**config.mk**
```make
export PLATFORM = sky130hd
export DESIGN_NAME = rtccal_regs
export DESIGN_NICKNAME = d
export VERILOG_FILES = /design/src/rtccal_pkg.sv /design/src/rtccal_alarm_match.sv /design/src/rtccal_regs.sv
export SDC_FILE = /design/constraint.sdc
export NUM_CORES = 1
export LEC_CHECK = 0
export BUFFER_PORTS_ARGS = -buffer_cell sky130_fd_sc_hd__buf_2
export CELL_PAD_IN_SITES_DETAIL_PLACEMENT = 0
export CELL_PAD_IN_SITES_GLOBAL_PLACEMENT = 2
export CORE_ASPECT_RATIO = 1.25
export CORE_MARGIN = 5
export CORE_UTILIZATION = 28
export DETAILED_ROUTE_END_ITERATION = 16
export PLACE_DENSITY_LB_ADDON = 0.1
export SLEW_MARGIN = 20
export SYNTH_ARGS = -nofsm -noshare
export SYNTH_HDL_FRONTEND = slang
export SYNTH_HIERARCHICAL = 1
export SYNTH_SLANG_ARGS = --single-unit
```
**constraint.sdc**
```tcl
create_clock -name mclk -period 1.8 [get_ports mclk]
set_input_delay 0.18 -clock mclk [delete_from_list [all_inputs] [get_ports mclk]]
set_output_delay 0.18 -clock mclk [all_outputs]
set_load 0.02 [all_outputs]
```
**src/rtccal_pkg.sv**
```systemverilog
//==============================================================================
// calendar and alarm-second register package
//==============================================================================
// Overview of operation
// - day of month held as tens digit in bits 5-4, units in 3-0, range 01-31.
// - month held as tens bit 4 and units digit bits 3-0, January 01.
// - year held as tens digit bits 7-4, units digit bits 3-0, 00-99.
// - weekday held in bits 2-0, Sunday 0 through Saturday 6h.
// - alarm seconds held as tens bits 6-4 and units bits 3-0, 00-59.
// - stored alarm seconds is the seconds value that raises the alarm interrupt.
// - each decimal digit is stored as the plain binary value of that digit.
// - after reset the calendar and alarm-second registers refuse writes until both unlock keys are written; the interrupt mask does not.
// - reset loads day 01; year, weekday and alarm seconds load zero.
package rtccal_pkg;

   //===========================================================================
   // register offsets (byte addresses)
   //===========================================================================
   localparam int         ADDR_W        = 8;
   localparam int         DATA_W        = 32;
   localparam logic [7:0] OFS_MDAY      = 8'h0c;
   localparam logic [7:0] OFS_MON       = 8'h10;
   localparam logic [7:0] OFS_YEAR      = 8'h14;
   localparam logic [7:0] OFS_WDAY      = 8'h18;
   localparam logic [7:0] OFS_ASEC      = 8'h20;
   localparam logic [7:0] OFS_KEY0      = 8'h6c;
   localparam logic [7:0] OFS_KEY1      = 8'h70;
   localparam logic [7:0] OFS_LOCK_STAT = 8'h74;
   localparam logic [7:0] OFS_IRQ_STAT  = 8'h78;
   localparam logic [7:0] OFS_IRQ_MASK  = 8'h7c;

   //===========================================================================
   // field widths and positions
   //===========================================================================
   localparam int MDAY_W     = 6;
   localparam int MON_W      = 5;
   localparam int YEAR_W     = 8;
   localparam int WDAY_W     = 3;
   localparam int ASEC_W     = 7;
   localparam int UNITS_LSB  = 0;
   localparam int TENS_LSB   = 4;

   //===========================================================================
   // reset values
   //===========================================================================
   localparam logic [5:0] RST_MDAY = 6'h01;
   localparam logic [4:0] RST_MON  = 5'h00;
   localparam logic [7:0] RST_YEAR = 8'h00;
   localparam logic [2:0] RST_WDAY = 3'h0;
   localparam logic [6:0] RST_ASEC = 7'h00;

   //===========================================================================
   // interrupt status bits
   //===========================================================================
   localparam int IRQ_W     = 2;
   localparam int IRQ_ALARM = 0;
   localparam int IRQ_DENY  = 1;
   localparam logic [IRQ_W-1:0] RST_IRQ = 2'h0;

   typedef struct packed {
      logic [ADDR_W-1:0] addr;
      logic [DATA_W-1:0] wdata;
      logic              wr;
      logic              rd;
   } rtccal_bus_t;

   typedef struct packed {
      logic [MDAY_W-1:0] mday;
      logic [MON_W-1:0]  mon;
      logic [YEAR_W-1:0] year;
      logic [WDAY_W-1:0] wday;
      logic [ASEC_W-1:0] asec;
   } rtccal_cal_t;

endpackage

```
**src/rtccal_alarm_match.sv**
```systemverilog
`timescale 1ns/10ps
//==============================================================================
// alarm seconds compare
//==============================================================================
module rtccal_alarm_match
   import rtccal_pkg::*;
(
   // clock and reset
   input  wire logic              mclk,
   input  wire logic              rst_n,
   // time base
   input  wire logic              sec_tick,
   input  wire logic [ASEC_W-1:0] cur_sec,
   input  wire logic [ASEC_W-1:0] alarm_sec,
   // result
   output logic                   hit
);
   wire match = sec_tick && (cur_sec == alarm_sec);

   always_ff @(posedge mclk or negedge rst_n) begin
      if (!rst_n) begin
         hit <= 1'b0;
      end else begin
         hit <= match;
      end
   end
endmodule // rtccal_alarm_match

```
**src/rtccal_regs.sv**
```systemverilog
// The register addresses and the strobed register port were left to the implementer.
`timescale 1ns/10ps
//==============================================================================
// calendar and alarm-second registers
//==============================================================================
module rtccal_regs
   import rtccal_pkg::*;
#(
   parameter logic [DATA_W-1:0] UNLOCK_KEY0 = 32'h11223344, // arbitrary value
   parameter logic [DATA_W-1:0] UNLOCK_KEY1 = 32'h55667788  // arbitrary value
)
(
   // clock and reset
   input  wire logic              mclk,
   input  wire logic              rst_n,
   // register port
   input  wire rtccal_bus_t       bus,
   output logic [DATA_W-1:0]      rd_data,
   // seconds time base from the clock counter
   input  wire logic              sec_tick,
   input  wire logic [ASEC_W-1:0] cur_sec,
   // calendar state and interrupt
   output rtccal_cal_t            cal,
   output logic                   unlocked,
   output logic                   irq
);

   //===========================================================================
   // state
   //===========================================================================
   rtccal_cal_t       cal_reg;
   rtccal_cal_t       cal_next;
   logic              key0_ok_reg;
   logic              key0_ok_next;
   logic              unlock_reg;
   logic              unlock_next;
   logic [IRQ_W-1:0]  stat_reg;
   logic [IRQ_W-1:0]  stat_next;
   logic [IRQ_W-1:0]  mask_reg;
   logic [IRQ_W-1:0]  mask_next;
   logic [DATA_W-1:0] rd_data_reg;
   logic [DATA_W-1:0] rd_data_next;
   logic              alarm_hit;

   function automatic logic [DATA_W-1:0] zext(input logic [7:0] v);
      return {24'h000000, v};
   endfunction

   //===========================================================================
   // address decode
   //===========================================================================
   wire sel_mday  = (bus.addr == OFS_MDAY);
   wire sel_mon   = (bus.addr == OFS_MON);
   wire sel_year  = (bus.addr == OFS_YEAR);
   wire sel_wday  = (bus.addr == OFS_WDAY);
   wire sel_asec  = (bus.addr == OFS_ASEC);
   wire sel_key0  = (bus.addr == OFS_KEY0);
   wire sel_key1  = (bus.addr == OFS_KEY1);
   wire sel_lock  = (bus.addr == OFS_LOCK_STAT);
   wire sel_stat  = (bus.addr == OFS_IRQ_STAT);
   wire sel_mask  = (bus.addr == OFS_IRQ_MASK);
   wire sel_cal   = sel_mday | sel_mon | sel_year | sel_wday | sel_asec;

   // protected writes only land once unlocked
   wire wr_ok     = bus.wr && unlock_reg;
   wire wr_denied = bus.wr && !unlock_reg && sel_cal;

   //===========================================================================
   // calendar fields, digits kept as plain binary
   //===========================================================================
   assign cal_next.mday = (wr_ok && sel_mday) ? bus.wdata[MDAY_W-1:0]
                                              : cal_reg.mday;
   assign cal_next.mon  = (wr_ok && sel_mon)  ? bus.wdata[MON_W-1:0]
                                              : cal_reg.mon;
   assign cal_next.year = (wr_ok && sel_year) ? bus.wdata[YEAR_W-1:0]
                                              : cal_reg.year;
   assign cal_next.wday = (wr_ok && sel_wday) ? bus.wdata[WDAY_W-1:0]
                                              : cal_reg.wday;
   assign cal_next.asec = (wr_ok && sel_asec) ? bus.wdata[ASEC_W-1:0]
                                              : cal_reg.asec;

   //===========================================================================
   // unlock key sequence: key0 then key1, a wrong key relocks
   //===========================================================================
   wire key0_good = bus.wr && sel_key0 && (bus.wdata == UNLOCK_KEY0);
   wire key1_good = bus.wr && sel_key1 && (bus.wdata == UNLOCK_KEY1) && key0_ok_reg;
   wire key_bad   = bus.wr && ((sel_key0 && !key0_good) || (sel_key1 && !key1_good));

   assign key0_ok_next = key_bad ? 1'b0 : (key0_good ? 1'b1 : key0_ok_reg);
   assign unlock_next  = key_bad ? 1'b0 : (key1_good ? 1'b1 : unlock_reg);

   //===========================================================================
   // interrupt status: read clears, a new event wins over the clear
   //===========================================================================
   wire [IRQ_W-1:0] irq_events = {wr_denied, alarm_hit};
   wire             stat_rd    = bus.rd && sel_stat;

   assign stat_next = (stat_rd ? RST_IRQ : stat_reg) | irq_events;
   assign mask_next = (bus.wr && sel_mask) ? bus.wdata[IRQ_W-1:0] : mask_reg;
   assign irq       = |(stat_reg & mask_reg);

   //===========================================================================
   // read mux, unused upper bits read zero
   //===========================================================================
   wire [DATA_W-1:0] rd_mux =
      sel_mday ? zext({2'b00, cal_reg.mday}) :
      sel_mon  ? zext({3'b000, cal_reg.mon}) :
      sel_year ? zext(cal_reg.year) :
      sel_wday ? zext({5'b00000, cal_reg.wday}) :
      sel_asec ? zext({1'b0, cal_reg.asec}) :
      sel_lock ? zext({6'b000000, unlock_reg, key0_ok_reg}) :
      sel_stat ? zext({6'b000000, stat_reg}) :
      sel_mask ? zext({6'b000000, mask_reg}) :
      32'h00000000;

   assign rd_data_next = bus.rd ? rd_mux : 32'h00000000;

   //===========================================================================
   // alarm compare
   //===========================================================================
   rtccal_alarm_match u_alarm (
      .mclk      (mclk),
      .rst_n     (rst_n),
      .sec_tick  (sec_tick),
      .cur_sec   (cur_sec),
      .alarm_sec (cal_reg.asec),
      .hit       (alarm_hit)
   );

   //===========================================================================
   // flops
   //===========================================================================
   always_ff @(posedge mclk or negedge rst_n) begin
      if (!rst_n) begin
         cal_reg <= '{mday: RST_MDAY, mon: RST_MON, year: RST_YEAR,
                      wday: RST_WDAY, asec: RST_ASEC};
      end else begin
         cal_reg <= cal_next;
      end
   end

   always_ff @(posedge mclk or negedge rst_n) begin
      if (!rst_n) begin
         key0_ok_reg <= 1'b0;
      end else begin
         key0_ok_reg <= key0_ok_next;
      end
   end

   always_ff @(posedge mclk or negedge rst_n) begin
      if (!rst_n) begin
         unlock_reg <= 1'b0;
      end else begin
         unlock_reg <= unlock_next;
      end
   end

   always_ff @(posedge mclk or negedge rst_n) begin
      if (!rst_n) begin
         stat_reg <= RST_IRQ;
      end else begin
         stat_reg <= stat_next;
      end
   end

   always_ff @(posedge mclk or negedge rst_n) begin
      if (!rst_n) begin
         mask_reg <= RST_IRQ;
      end else begin
         mask_reg <= mask_next;
      end
   end

   always_ff @(posedge mclk or negedge rst_n) begin
      if (!rst_n) begin
         rd_data_reg <= 32'h00000000;
      end else begin
         rd_data_reg <= rd_data_next;
      end
   end

   assign cal      = cal_reg;
   assign unlocked = unlock_reg;
   assign rd_data  = rd_data_reg;

   //===========================================================================
   // checks
   //===========================================================================
   a_locked_write_held: assert property (@(posedge mclk) disable iff (!rst_n)
      (bus.wr && !unlock_reg && sel_cal) |=> $stable(cal_reg))
      else $error("calendar changed on a locked write");

   a_locked_flags_deny: assert property (@(posedge mclk) disable iff (!rst_n)
      (bus.wr && !unlock_reg && sel_cal) |=> stat_reg[IRQ_DENY])
      else $error("locked write did not flag denial");

   a_mday_write_taken: assert property (@(posedge mclk) disable iff (!rst_n)
      (bus.wr && unlock_reg && sel_mday) |=> cal_reg.mday == $past(bus.wdata[5:0]))
      else $error("day of month write lost");

   a_mon_write_taken: assert property (@(posedge mclk) disable iff (!rst_n)
      (bus.wr && unlock_reg && sel_mon) |=> cal_reg.mon == $past(bus.wdata[4:0]))
      else $error("month write lost");

   a_year_write_taken: assert property (@(posedge mclk) disable iff (!rst_n)
      (bus.wr && unlock_reg && sel_year) |=> cal_reg.year == $past(bus.wdata[7:0]))
      else $error("year write lost");

   a_wday_write_taken: assert property (@(posedge mclk) disable iff (!rst_n)
      (bus.wr && unlock_reg && sel_wday) |=> cal_reg.wday == $past(bus.wdata[2:0]))
      else $error("weekday write lost");

   a_asec_write_taken: assert property (@(posedge mclk) disable iff (!rst_n)
      (bus.wr && unlock_reg && sel_asec) |=> cal_reg.asec == $past(bus.wdata[6:0]))
      else $error("alarm seconds write lost");

   a_alarm_sets_status: assert property (@(posedge mclk) disable iff (!rst_n)
      (sec_tick && cur_sec == cal_reg.asec && !(bus.wr && sel_asec)) |-> ##2 stat_reg[IRQ_ALARM])
      else $error("alarm match did not set status");

   a_reserved_read_zero: assert property (@(posedge mclk) disable iff (!rst_n)
      (bus.rd && sel_mday) |=> (rd_data[31:6] == 26'h0))
      else $error("reserved day bits not zero");

   a_unlock_needs_keys: assert property (@(posedge mclk) disable iff (!rst_n)
      $rose(unlock_reg) |-> $past(bus.wr && sel_key1 && key0_ok_reg))
      else $error("unlocked without key sequence");

   //===========================================================================
   // read path, key sequence, reset and status checks
   //===========================================================================
   a_mon_reserved_zero: assert property (@(posedge mclk) disable iff (!rst_n)
      (bus.rd && sel_mon) |=> (rd_data[31:5] == 27'h0))
      else $error("reserved month bits not zero");

   a_year_reserved_zero: assert property (@(posedge mclk) disable iff (!rst_n)
      (bus.rd && sel_year) |=> (rd_data[31:8] == 24'h0))
      else $error("reserved year bits not zero");

   a_wday_reserved_zero: assert property (@(posedge mclk) disable iff (!rst_n)
      (bus.rd && sel_wday) |=> (rd_data[31:3] == 29'h0))
      else $error("reserved weekday bits not zero");

   a_asec_reserved_zero: assert property (@(posedge mclk) disable iff (!rst_n)
      (bus.rd && sel_asec) |=> (rd_data[31:7] == 25'h0))
      else $error("reserved alarm seconds bits not zero");

   a_mday_read_back: assert property (@(posedge mclk) disable iff (!rst_n)
      (bus.rd && sel_mday) |=> (rd_data[5:0] == $past(cal_reg.mday)))
      else $error("day of month read wrong");

   a_mon_read_back: assert property (@(posedge mclk) disable iff (!rst_n)
      (bus.rd && sel_mon) |=> (rd_data[4:0] == $past(cal_reg.mon)))
      else $error("month read wrong");

   a_year_read_back: assert property (@(posedge mclk) disable iff (!rst_n)
      (bus.rd && sel_year) |=> (rd_data[7:0] == $past(cal_reg.year)))
      else $error("year read wrong");

   a_wday_read_back: assert property (@(posedge mclk) disable iff (!rst_n)
      (bus.rd && sel_wday) |=> (rd_data[2:0] == $past(cal_reg.wday)))
      else $error("weekday read wrong");

   a_asec_read_back: assert property (@(posedge mclk) disable iff (!rst_n)
      (bus.rd && sel_asec) |=> (rd_data[6:0] == $past(cal_reg.asec)))
      else $error("alarm seconds read wrong");

   a_read_idle_zero: assert property (@(posedge mclk) disable iff (!rst_n)
      !bus.rd |=> (rd_data == 32'h00000000))
      else $error("read data not zero outside a read");

   a_lock_read_back: assert property (@(posedge mclk) disable iff (!rst_n)
      (bus.rd && sel_lock) |=> (rd_data[1:0] == $past({unlock_reg, key0_ok_reg})))
      else $error("lock status read wrong");

   a_key0_alone_locked: assert property (@(posedge mclk) disable iff (!rst_n)
      (!unlock_reg && bus.wr && sel_key0) |=> !unlock_reg)
      else $error("first key alone unlocked");

   a_key1_needs_key0: assert property (@(posedge mclk) disable iff (!rst_n)
      (!key0_ok_reg && !unlock_reg && bus.wr && sel_key1) |=> !unlock_reg)
      else $error("second key unlocked without first");

   a_bad_key_relocks: assert property (@(posedge mclk) disable iff (!rst_n)
      (bus.wr && sel_key0 && (bus.wdata != UNLOCK_KEY0)) |=> (!unlock_reg && !key0_ok_reg))
      else $error("wrong key did not relock");

   a_unlock_held: assert property (@(posedge mclk) disable iff (!rst_n)
      (unlock_reg && !(bus.wr && (sel_key0 || sel_key1))) |=> unlock_reg)
      else $error("lock closed without a key write");

   a_reset_values: assert property (@(posedge mclk) disable iff (!rst_n)
      $rose(rst_n) |-> ((cal_reg == {RST_MDAY, RST_MON, RST_YEAR, RST_WDAY, RST_ASEC})
                        && !unlock_reg))
      else $error("wrong state after reset");

   a_status_read_clears: assert property (@(posedge mclk) disable iff (!rst_n)
      (bus.rd && !bus.wr && sel_stat && !alarm_hit) |=> (stat_reg == RST_IRQ))
      else $error("status read did not clear");

   a_event_beats_clear: assert property (@(posedge mclk) disable iff (!rst_n)
      (bus.rd && sel_stat && alarm_hit) |=> stat_reg[IRQ_ALARM])
      else $error("alarm lost to a status read");

   a_unlocked_no_deny: assert property (@(posedge mclk) disable iff (!rst_n)
      (bus.wr && unlock_reg) |=> !$rose(stat_reg[IRQ_DENY]))
      else $error("denial flagged while unlocked");

endmodule // rtccal_regs
```
* Yosys cells after proc, flatten, opt, wreduce, memory -nomap -nowiden
Index checks and enable logic that the tools add are counted.
Storage, ports and cells: flip-flop bits (word level) 44, word-level logic and storage cells 70
Operators by class: equal/unequal tests 13, multiplexer cells 14, bitwise operators 6, reduce and logical (&&, ||, !) cells 26
Operators with widths (number):
- 8-bit by 7-bit equality test with 1-bit output, second input constant | 5
- 32-bit by 29-bit equality test with 1-bit output, second input constant | 1
- 32-bit by 31-bit equality test with 1-bit output, second input constant | 1
- 8-bit 2-to-1 mux | 4
- 8-bit by 5-bit equality test with 1-bit output, second input constant | 3
- 1-bit logical AND | 19
- 7-bit 2-to-1 mux | 2
- 8-bit by 4-bit equality test with 1-bit output, second input constant | 1
- 8-bit by 6-bit equality test with 1-bit output, second input constant | 1
- 2-bit 2-to-1 mux | 4
- 7-bit equality test | 1
- 1-bit 2-to-1 mux | 4
- 1-bit bitwise OR | 4
- 2-bit nonzero test | 2
- 1-bit zero test | 3
- 2-bit AND | 1
- 2-bit bitwise OR | 1
- 2-bit OR reduction | 1
- 1-bit logical OR | 1

* Longest topological paths before layout
Gate-level depths: netlist of the first run.
depth in word-level cells 10, gate-level depth with buffers 7, mapped depth without buffers 5

* Cells and area by module
Netlist of the first run, hierarchy kept.
Modules (own cells, without submodules):
- rtccal_regs | instances 1, cells each 227, area each 2462.4 µm², seq. area each 1077.3 µm²
- rtccal_alarm_match | instances 1, cells each 11, area each 102.6 µm², seq. area each 25.0 µm²

* Worst setup path before layout of the first run
Ideal clock, no wire load.
path kind input to register, start input bus[35] (netlist bit), end register cal_reg, in the netlist cal[18], library setup time 0.125 ns, arrival 1.546 ns, required time 1.675 ns, path slack 0.129 ns, stages 6, path buffers 1, path through nor4_4 > and2_4 > nand3_4 > or3_1 > buf_6 > mux2_4
Between the ends: cells in the longest elaborated chain, start to end 2
RTL lines:
- start: declaration | line rtccal_regs.sv:17 | input wire rtccal_bus_t bus,
- 8-bit by 5-bit equality test with 1-bit output | line rtccal_regs.sv:53 | wire sel_mon = (bus.addr == OFS_MON);
- 1-bit logical AND | line rtccal_regs.sv:73 | assign cal_next.mon = (wr_ok && sel_mon) ? bus.wdata[MON_W-1:0]
- end signal: assignment | line rtccal_regs.sv:135 | cal_reg <= '{mday: RST_MDAY, mon: RST_MON, year: RST_YEAR,
- end signal: assignment | line rtccal_regs.sv:138 | cal_reg <= cal_next;
- end: declaration | line rtccal_regs.sv:31 | rtccal_cal_t cal_reg;
Every way passes these cells. A chain may end at the register's enable or synchronous reset.

* Worst setup path after layout of the first run
start input bus[35] (netlist bit), end register cal_reg, in the netlist cal[20]
Same word-level chain as after synthesis.

==> results by group, run 1 <==
Outcome
  – Status: finished clean

STA
  – Measured slew at the worst slew-check pin: between 0.5 and 0.6 ns
  – Final Hold Vio Count: 0
  – Fin. max-slew vios: 0
  – RSZ-0062 raised after global routing: no
  – Worst slew margin relative to its limit: slightly above 60%
  – Peak Freq: between 0.6 and 0.7 GHz
  – Final period util: about 86%
  – Skew final: 0.00600 ns
  – Setup TNS Final: 0 ns
  – Setup violations, final: 0
  – Tmin final: between 1.5 and 2 ns

Synthesis
  – Share of the synthesized area in the top cell type: between 40% and 50%
  – Avg Cell Area, Syn: approximately 11 µm²
  – Post-Syn Area: 2560 µm²
  – Area leader, netlist: dfrtp_1
  – Unique cell type count in the Yosys netlist: between 50 and 60
  – Number of synthesized flops with an enable pin: 0
  – Synth Instances: between 200 and 250
  – Main flop type after synthesis: dfrtp_1
  – Async SR Flop Fraction: 100%
  – Area contributors post-synth: dfrtp_1 (42%), mux2_2 (12%), buf_4 (7.0%)
  – Post-synthesis sequential area ratio: between 40% and 50%
  – Synthesis Warnings: 6
  – Synthesis-stage register bit count: 44

GRT
  – Grt ovf: 0
  – Initial antenna violation count: 0
  – Tot GR Track Use: ~15%
  – Number of global-route vias before repair: 2264
  – Largest net degree at the start of global routing: 24
  – First-pass GRT wire length: approximately 13 mm

Clocking
  – Num CTS Buffers: 5
  – TritonCTS Sinks: between 40 and 50
  – Clk Latency, worst-skew pair: around 0.28 ns
  – CTS Hold Bufs: 1
  – Clk slew on worst S/H paths: approximately 0.060 ns
  – Clock Path Buffers: 2
  – CTS resizes: 0
  – Number of H-tree levels: 2
  – CTS tree: yes
  – Setup Buffers After CTS: 0
  – Root Buffer Master: clkbuf_16

Drt
  – Residual DRC: 0
  – Initial DRC Count: 86
  – Via count: 2260
  – Antenna Nets Post-Route: 0
  – WL/cell: approximately 17 µm
  – Drt first pass iters: 5
  – Final wirelength: approximately 8.3 mm
  – Vias/cell: between 4 and 5

Placed design
  – Hpwl dp: between 6 and 7 mm
  – Post-DP Area: around 3300 µm²
  – RD Place Congestion: ~0.81
  – I/O Buffers: 90

Setup path
  – Kind of critical path: in2reg
  – Data required, critical path: 1.96 ns
  – Worst setup SP type: input port
  – Crit end category: flop
  – Crit path max fanout: 5
  – Arrival @ worst endpoint: around 1.7 ns

Floorplanning
  – Die area: 11200 µm²
  – Die H: ~120 µm
  – Starting Density: roughly 28%
  – DIE WIDTH: 95.6 µm
  – Top-Level Pins: roughly 120
  – Rows: 39
  – Core Box Area: 9030 µm²

Finish
  – Fin util: between 30% and 40%
  – # fillers: 943
  – Storage cell area: 1100 µm²
  – Max FFs per register: 29
  – Commonest non-fill, non-tap cell in the layout: buf_2
  – Fin nets: 411
  – Antenna fix cells: 0
  – Layout cells sized above 1: 46.5%
  – Most frequent cells in the layout: buf_2 (90), dfrtp_1 (43), buf_4 (29), mux2_2 (27), conb_1 (24)
  – Final instance area: around 3400 µm²
  – Area of the multi-input gates: approximately 1300 µm²
  – Area Overhead vs Synth: 34.3%

Job
  – Max-Cap Viols: 0

Power and ir drop
  – Leak: between 1.5 and 2 nW
  – Overall power: roughly 2.2 mW
  – P per Cell Area: about 630 nW/µm²
  – VDD IR max: ~0.00033 V

Hold path
  – Min-delay worst type: in2reg
==> logic make-up after synthesis <==
family	after synthesis	synth area share, %
and+or+nand+nor	81	19.5
DFF	44	43.0
AOI/OAI and AO/OA	38	10.7
muxes	34	15.6
buffers and inverters	33	8.68
xor gates and xnor gates	7	2.39
other	1	0.146
==> final cells by class <==
class                   count  area share (%)
well taps                 123            4.47
repair buffers            122            20.8
multi-input cells         184            38.5
inverters                   2           0.218
clock inverters             2           0.363
flip-flops and latches     44            32.0
clock buffers               5            3.63
==> per-stage QoR <==
| step | hold slack, ns | std cells | worst slack [ns] |
|---|---|---|---|
| finish | 0.133 | 482 | 0.251 |
| floorplan | -0.116 | 261 | 0.129 |
| CTS | 0.128 | 482 | 0.246 |
| detailed placement | 0.0377 | 474 | -0.0501 |
| global placement | 0.0377 | 474 | -0.0556 |
| global route | 0.134 | 482 | 0.102 |
==> final timing paths <==
| kind | cells past startpoint | start | slack, ns | to |
|---|---|---|---|---|
| worst min register to register | 1 | u_alarm/hit | 0.44 | stat_reg[0] |
| worst max register to register | 3 | unlocked | 0.33 | cal[20] |
| max in group asynchronous | 3 | rst_n | 0.99 | cal[6] |
| worst max-delay path | 6 | bus[35] | 0.25 | cal[20] |
| worst min-delay path | 3 | sec_tick | 0.13 | u_alarm/hit |
| min in group asynchronous | 2 | rst_n | 0.27 | cal[7] |
==> cells in the mapped netlist, types with 2 or more instances <==
cell type / instances
dfrtp_1: 43
mux2_2: 27
buf_4: 24
nor2_1: 16
nand2_1: 15
o21ai_0: 8
xnor2_1: 7
nor3_1: 6
a22oi_1: 5
mux2_4: 5
nand4b_1: 5
clkbuf_1: 4
nor2b_1: 4
nor4_1: 4
a21o_1: 3
a22o_1: 3
nand3_1: 3
nand4_1: 3
a21boi_0: 2
a21oi_1: 2
a221oi_1: 2
a32oi_1: 2
and2_1: 2
and3_1: 2
and4_1: 2
inv_1: 2
mux2i_1: 2
nand2b_1: 2
nor4b_1: 2
o21a_1: 2
or3_1: 2
or4_1: 2
==> critical path, cell delays in order <==
cell and delay (ns):
buf_2 0.12, nor4_4 0.29, and2_4 0.22, nand3_4 0.09
or3_1 0.47, mux2_4 0.34
==> power breakdown <==
part / leakage [nW] / switching [mW] / internal [mW] / total, mW
Sequential: 0.604 / 0.00894 / 1.00 / 1.01
Combinational: 1.07 / 0.172 / 0.112 / 0.284
Clock: 0.0657 / 0.370 / 0.504 / 0.874
Total: 1.74 / 0.551 / 1.62 / 2.17
==> per-layer routing <==
layer	part of all wire, %	vias up	track usage, %
met5	0	-	0
met4	1.2	0	3.98
met3	5.5	6	2.49
met2	53	75	27.4
met1	40	1104	18.9
li1	-	1075	-
(Power assumes the default switching activity.)
==> run 2: changes to the inputs <==
Settings changed: ABC_AREA from default to 1, CORE_UTILIZATION 28 to 25.
==> run 2 against run 1 <==
Net effect:
- flip-flop and latch count is the same
- register-to-register slack gained 0.30 ns
- clock-buffer cell count is the same
- clock power grew 21%
- setup slack gained 0.32 ns
- global-route usage shrank 1.8 points
- routed wire length shrank 1.1%
- via count grew 8.9%
- largest power group is now clock
- highest routed layer unchanged
- sequential share of layout area grew 1.0 points
- largest cell class unchanged
==> results by group, run 2 <==
Clocking
  – Root Buffer Master: clkbuf_16
  – CTS tree: yes
  – Num CTS Buffers: 5 (unchanged)
  – Clk slew on worst S/H paths: 0.06 ns (about the same)
  – CTS resizes: 0 (unchanged)
  – Clk Latency, worst-skew pair: 0.29 ns (about the same)
  – Number of H-tree levels: 2 (unchanged)
  – Clock Path Buffers: 2 (unchanged)
  – TritonCTS Sinks: 44 (unchanged)

Finish
  – Final cell count without fillers: 577 (+20%)
  – Commonest non-fill, non-tap cell in the layout: buf_2
  – Final instance area: 3340 µm² (-3.1%)
  – Antenna fix cells: 0 (unchanged)
  – Area Overhead vs Synth: 26.6%
  – Max FFs per register: 29 (unchanged)
  – Most frequent cells in the layout: buf_2 (90), nand2_1 (86), inv_1 (43), dfrtp_1 (43), nor2_1 (33)
  – Layout cells sized above 1: 31.5% (-15 points)
  – Fin nets: 496 (+21%)

Placed design
  – RD Place Congestion: 0.793 (-2.5%)
  – Post-DP Area: 3160 µm² (-4.2%)
  – Hpwl dp: 6.89 mm (-0.42%)
  – I/O Buffers: 90 (unchanged)
  – Post-placement cell count: 568 (+20%)

STA
  – Setup TNS Final: 0 ns (unchanged)
  – RSZ-0062 raised after global routing: no
  – Skew final: 0.00833 ns (+0.00233 ns)
  – Final Hold Vio Count: 0 (unchanged)
  – Final period util: 68.4% (-18 points)
  – Worst slew margin relative to its limit: 65.2% (+4.3 points)
  – Measured slew at the worst slew-check pin: 0.517 ns (-0.0656 ns)
  – Tmin final: 1.23 ns (-0.318 ns)
  – Setup violations, final: 0 (unchanged)
  – Hold_ws: 0.145 ns (+0.0126 ns)
  – Fin. max-slew vios: 0 (unchanged)
  – Peak Freq: 0.812 GHz (+26%)

Setup path
  – Kind of critical path: reg2out
  – Crit end category: primary output
  – Arrival @ worst endpoint: 1.05 ns (-0.66 ns)
  – Worst setup SP type: flop
  – Internal reg-to-reg setup slack: 0.63 ns (+0.30 ns)
  – Crit path max fanout: 2 (-3)
  – Data required, critical path: 1.62 ns (-0.34 ns)

Job
  – Max-Cap Viols: 0 (unchanged)

Floorplanning
  – Core Box Area: 10500 µm² (+16%)
  – Die area: 12700 µm² (+14%)
  – Die H: 125 µm (+6.7%)
  – Top-Level Pins: 115 (unchanged)
  – DIE WIDTH: 102 µm (+6.6%)
  – Rows: 42 (+7.7%)
  – Starting Density: 25.2% (-3.2 points)

Drt
  – Initial DRC Count: 72 (-16%)
  – Antenna Nets Post-Route: 0 (unchanged)
  – Drt first pass iters: 4 (-1)
  – Residual DRC: 0 (unchanged)
  – Vias/cell: 4.27 (-9.0%)
  – WL/cell: 14.3 µm (-17%)
  – Final wirelength: 8.26 mm (-1.1%)
  – Via count: 2461 (+8.9%)

Synthesis
  – Synthesis-stage register bit count: 44 (unchanged)
  – Avg Cell Area, Syn: 7.58 µm² (-30%)
  – Post-synthesis sequential area ratio: 41.8% (-1.2 points)
  – Share of the synthesized area in the top cell type: 40.8% (-1.2 points)
  – Number of synthesized flops with an enable pin: 0 (unchanged)
  – Async SR Flop Fraction: 100% (unchanged)
  – Unique cell type count in the Yosys netlist: 34 (-40%)
  – Synth top cells by count: nand2_1 (86), dfrtp_1 (43), inv_1 (43)
  – Synth Instances: 348 (+46%)
  – Main flop type after synthesis: dfrtp_1
  – Most common cell in the netlist: nand2_1
  – Area contributors post-synth: dfrtp_1 (41%), nand2_1 (12%), buf_4 (7.1%)
  – Post-Syn Area: 2640 µm² (+2.9%)
  – Synthesis Warnings: 6 (unchanged)
  – Area leader, netlist: dfrtp_1

GRT
  – Tot GR Track Use: 13.5% (-1.8 points)
  – Number of global-route vias before repair: 2498 (+10%)
  – First-pass GRT wire length: 13.4 mm (+5.1%)
  – Initial antenna violation count: 0 (unchanged)
  – Largest net degree at the start of global routing: 27 (+13%)
  – Grt ovf: 0 (unchanged)

Power and ir drop
  – Overall power: 2.31 mW (+6.7%)
  – P per Cell Area: 692 nW/µm² (+10%)
  – VDD IR max: 0.000316 V (-5.4%)
  – Leak: 1.86 nW (+6.6%)

Outcome
  – Status: finished clean

Hold path
  – Min-delay worst type: in2reg
-- run 2: critical path, cell delays in order, from the launching register on --
cell     delay (ns)
dfrtp_1        0.35
inv_1          0.06
o22ai_1        0.17
buf_2          0.19
-- run 2: worst paths after layout --
check | startpoint | endpoint | cells past startpoint
hold / removal | bus[2] | mask_reg[0] | 3
setup reg to reg | unlocked | cal[28] | 5
min in group asynchronous | rst_n | rd_data[3] | 2
setup / recovery | stat_reg[0] | irq | 3
hold reg to reg | u_alarm/hit | stat_reg[0] | 1
max in group asynchronous | rst_n | cal[2] | 3
-- run 2: routing by layer --
layer / GRT usage (%) / vias to the layer above / wire (µm)
met3: 3.25 / 8 / 554
met2: 22.7 / 83 / 4080
met4: 4.02 / 0 / 137
li1: - / 1255 / -
met5: 0 / - / 0
met1: 16.8 / 1115 / 3490
-- run 2: timing repair --
item,CTS,global route
hold buffers,1,0
setup buffers,0,0
endpoints found under the hold margin,17,0
-- run 2: stage by stage --
step / utilization, % / setup WS (ns)
after CTS: 31.9 / 0.551
after floorplan: - / 0.629
after detailed placement: 30.2 / 0.283
after global placement: 30.2 / 0.223
final: 31.9 / 0.568
after global routing: 31.9 / 0.470
-- run 2: cell families (layout without fill, tap and decap cells) --
kind of cell           after synthesis  count (layout)  share of synthesized area (%)
AND/OR/NAND/NOR                    169             169                           29.1
buffers and inverters               79             153                           15.5
AO/OA/AOI/OAI                       55              55                           13.6
flip-flops                          44              44                           41.8
other                                1              24                          0.142
-- run 2: power breakdown --
group / total (mW) / internal [mW] / switching (mW)
sequential: 1.00 / 0.996 / 0.00455
clock: 1.06 / 0.660 / 0.405
combinational: 0.245 / 0.0748 / 0.170
total: 2.31 / 1.73 / 0.580
-- run 2: final cells by class --
cell class,instances,area [µm²]
fill,1149,7120
multi-input combinational,248,1210
sequential,44,1100
timing repair buffer,93,488
inverter,52,198
tap,132,165
clock buffer,5,125
clock inverter,3,46.3
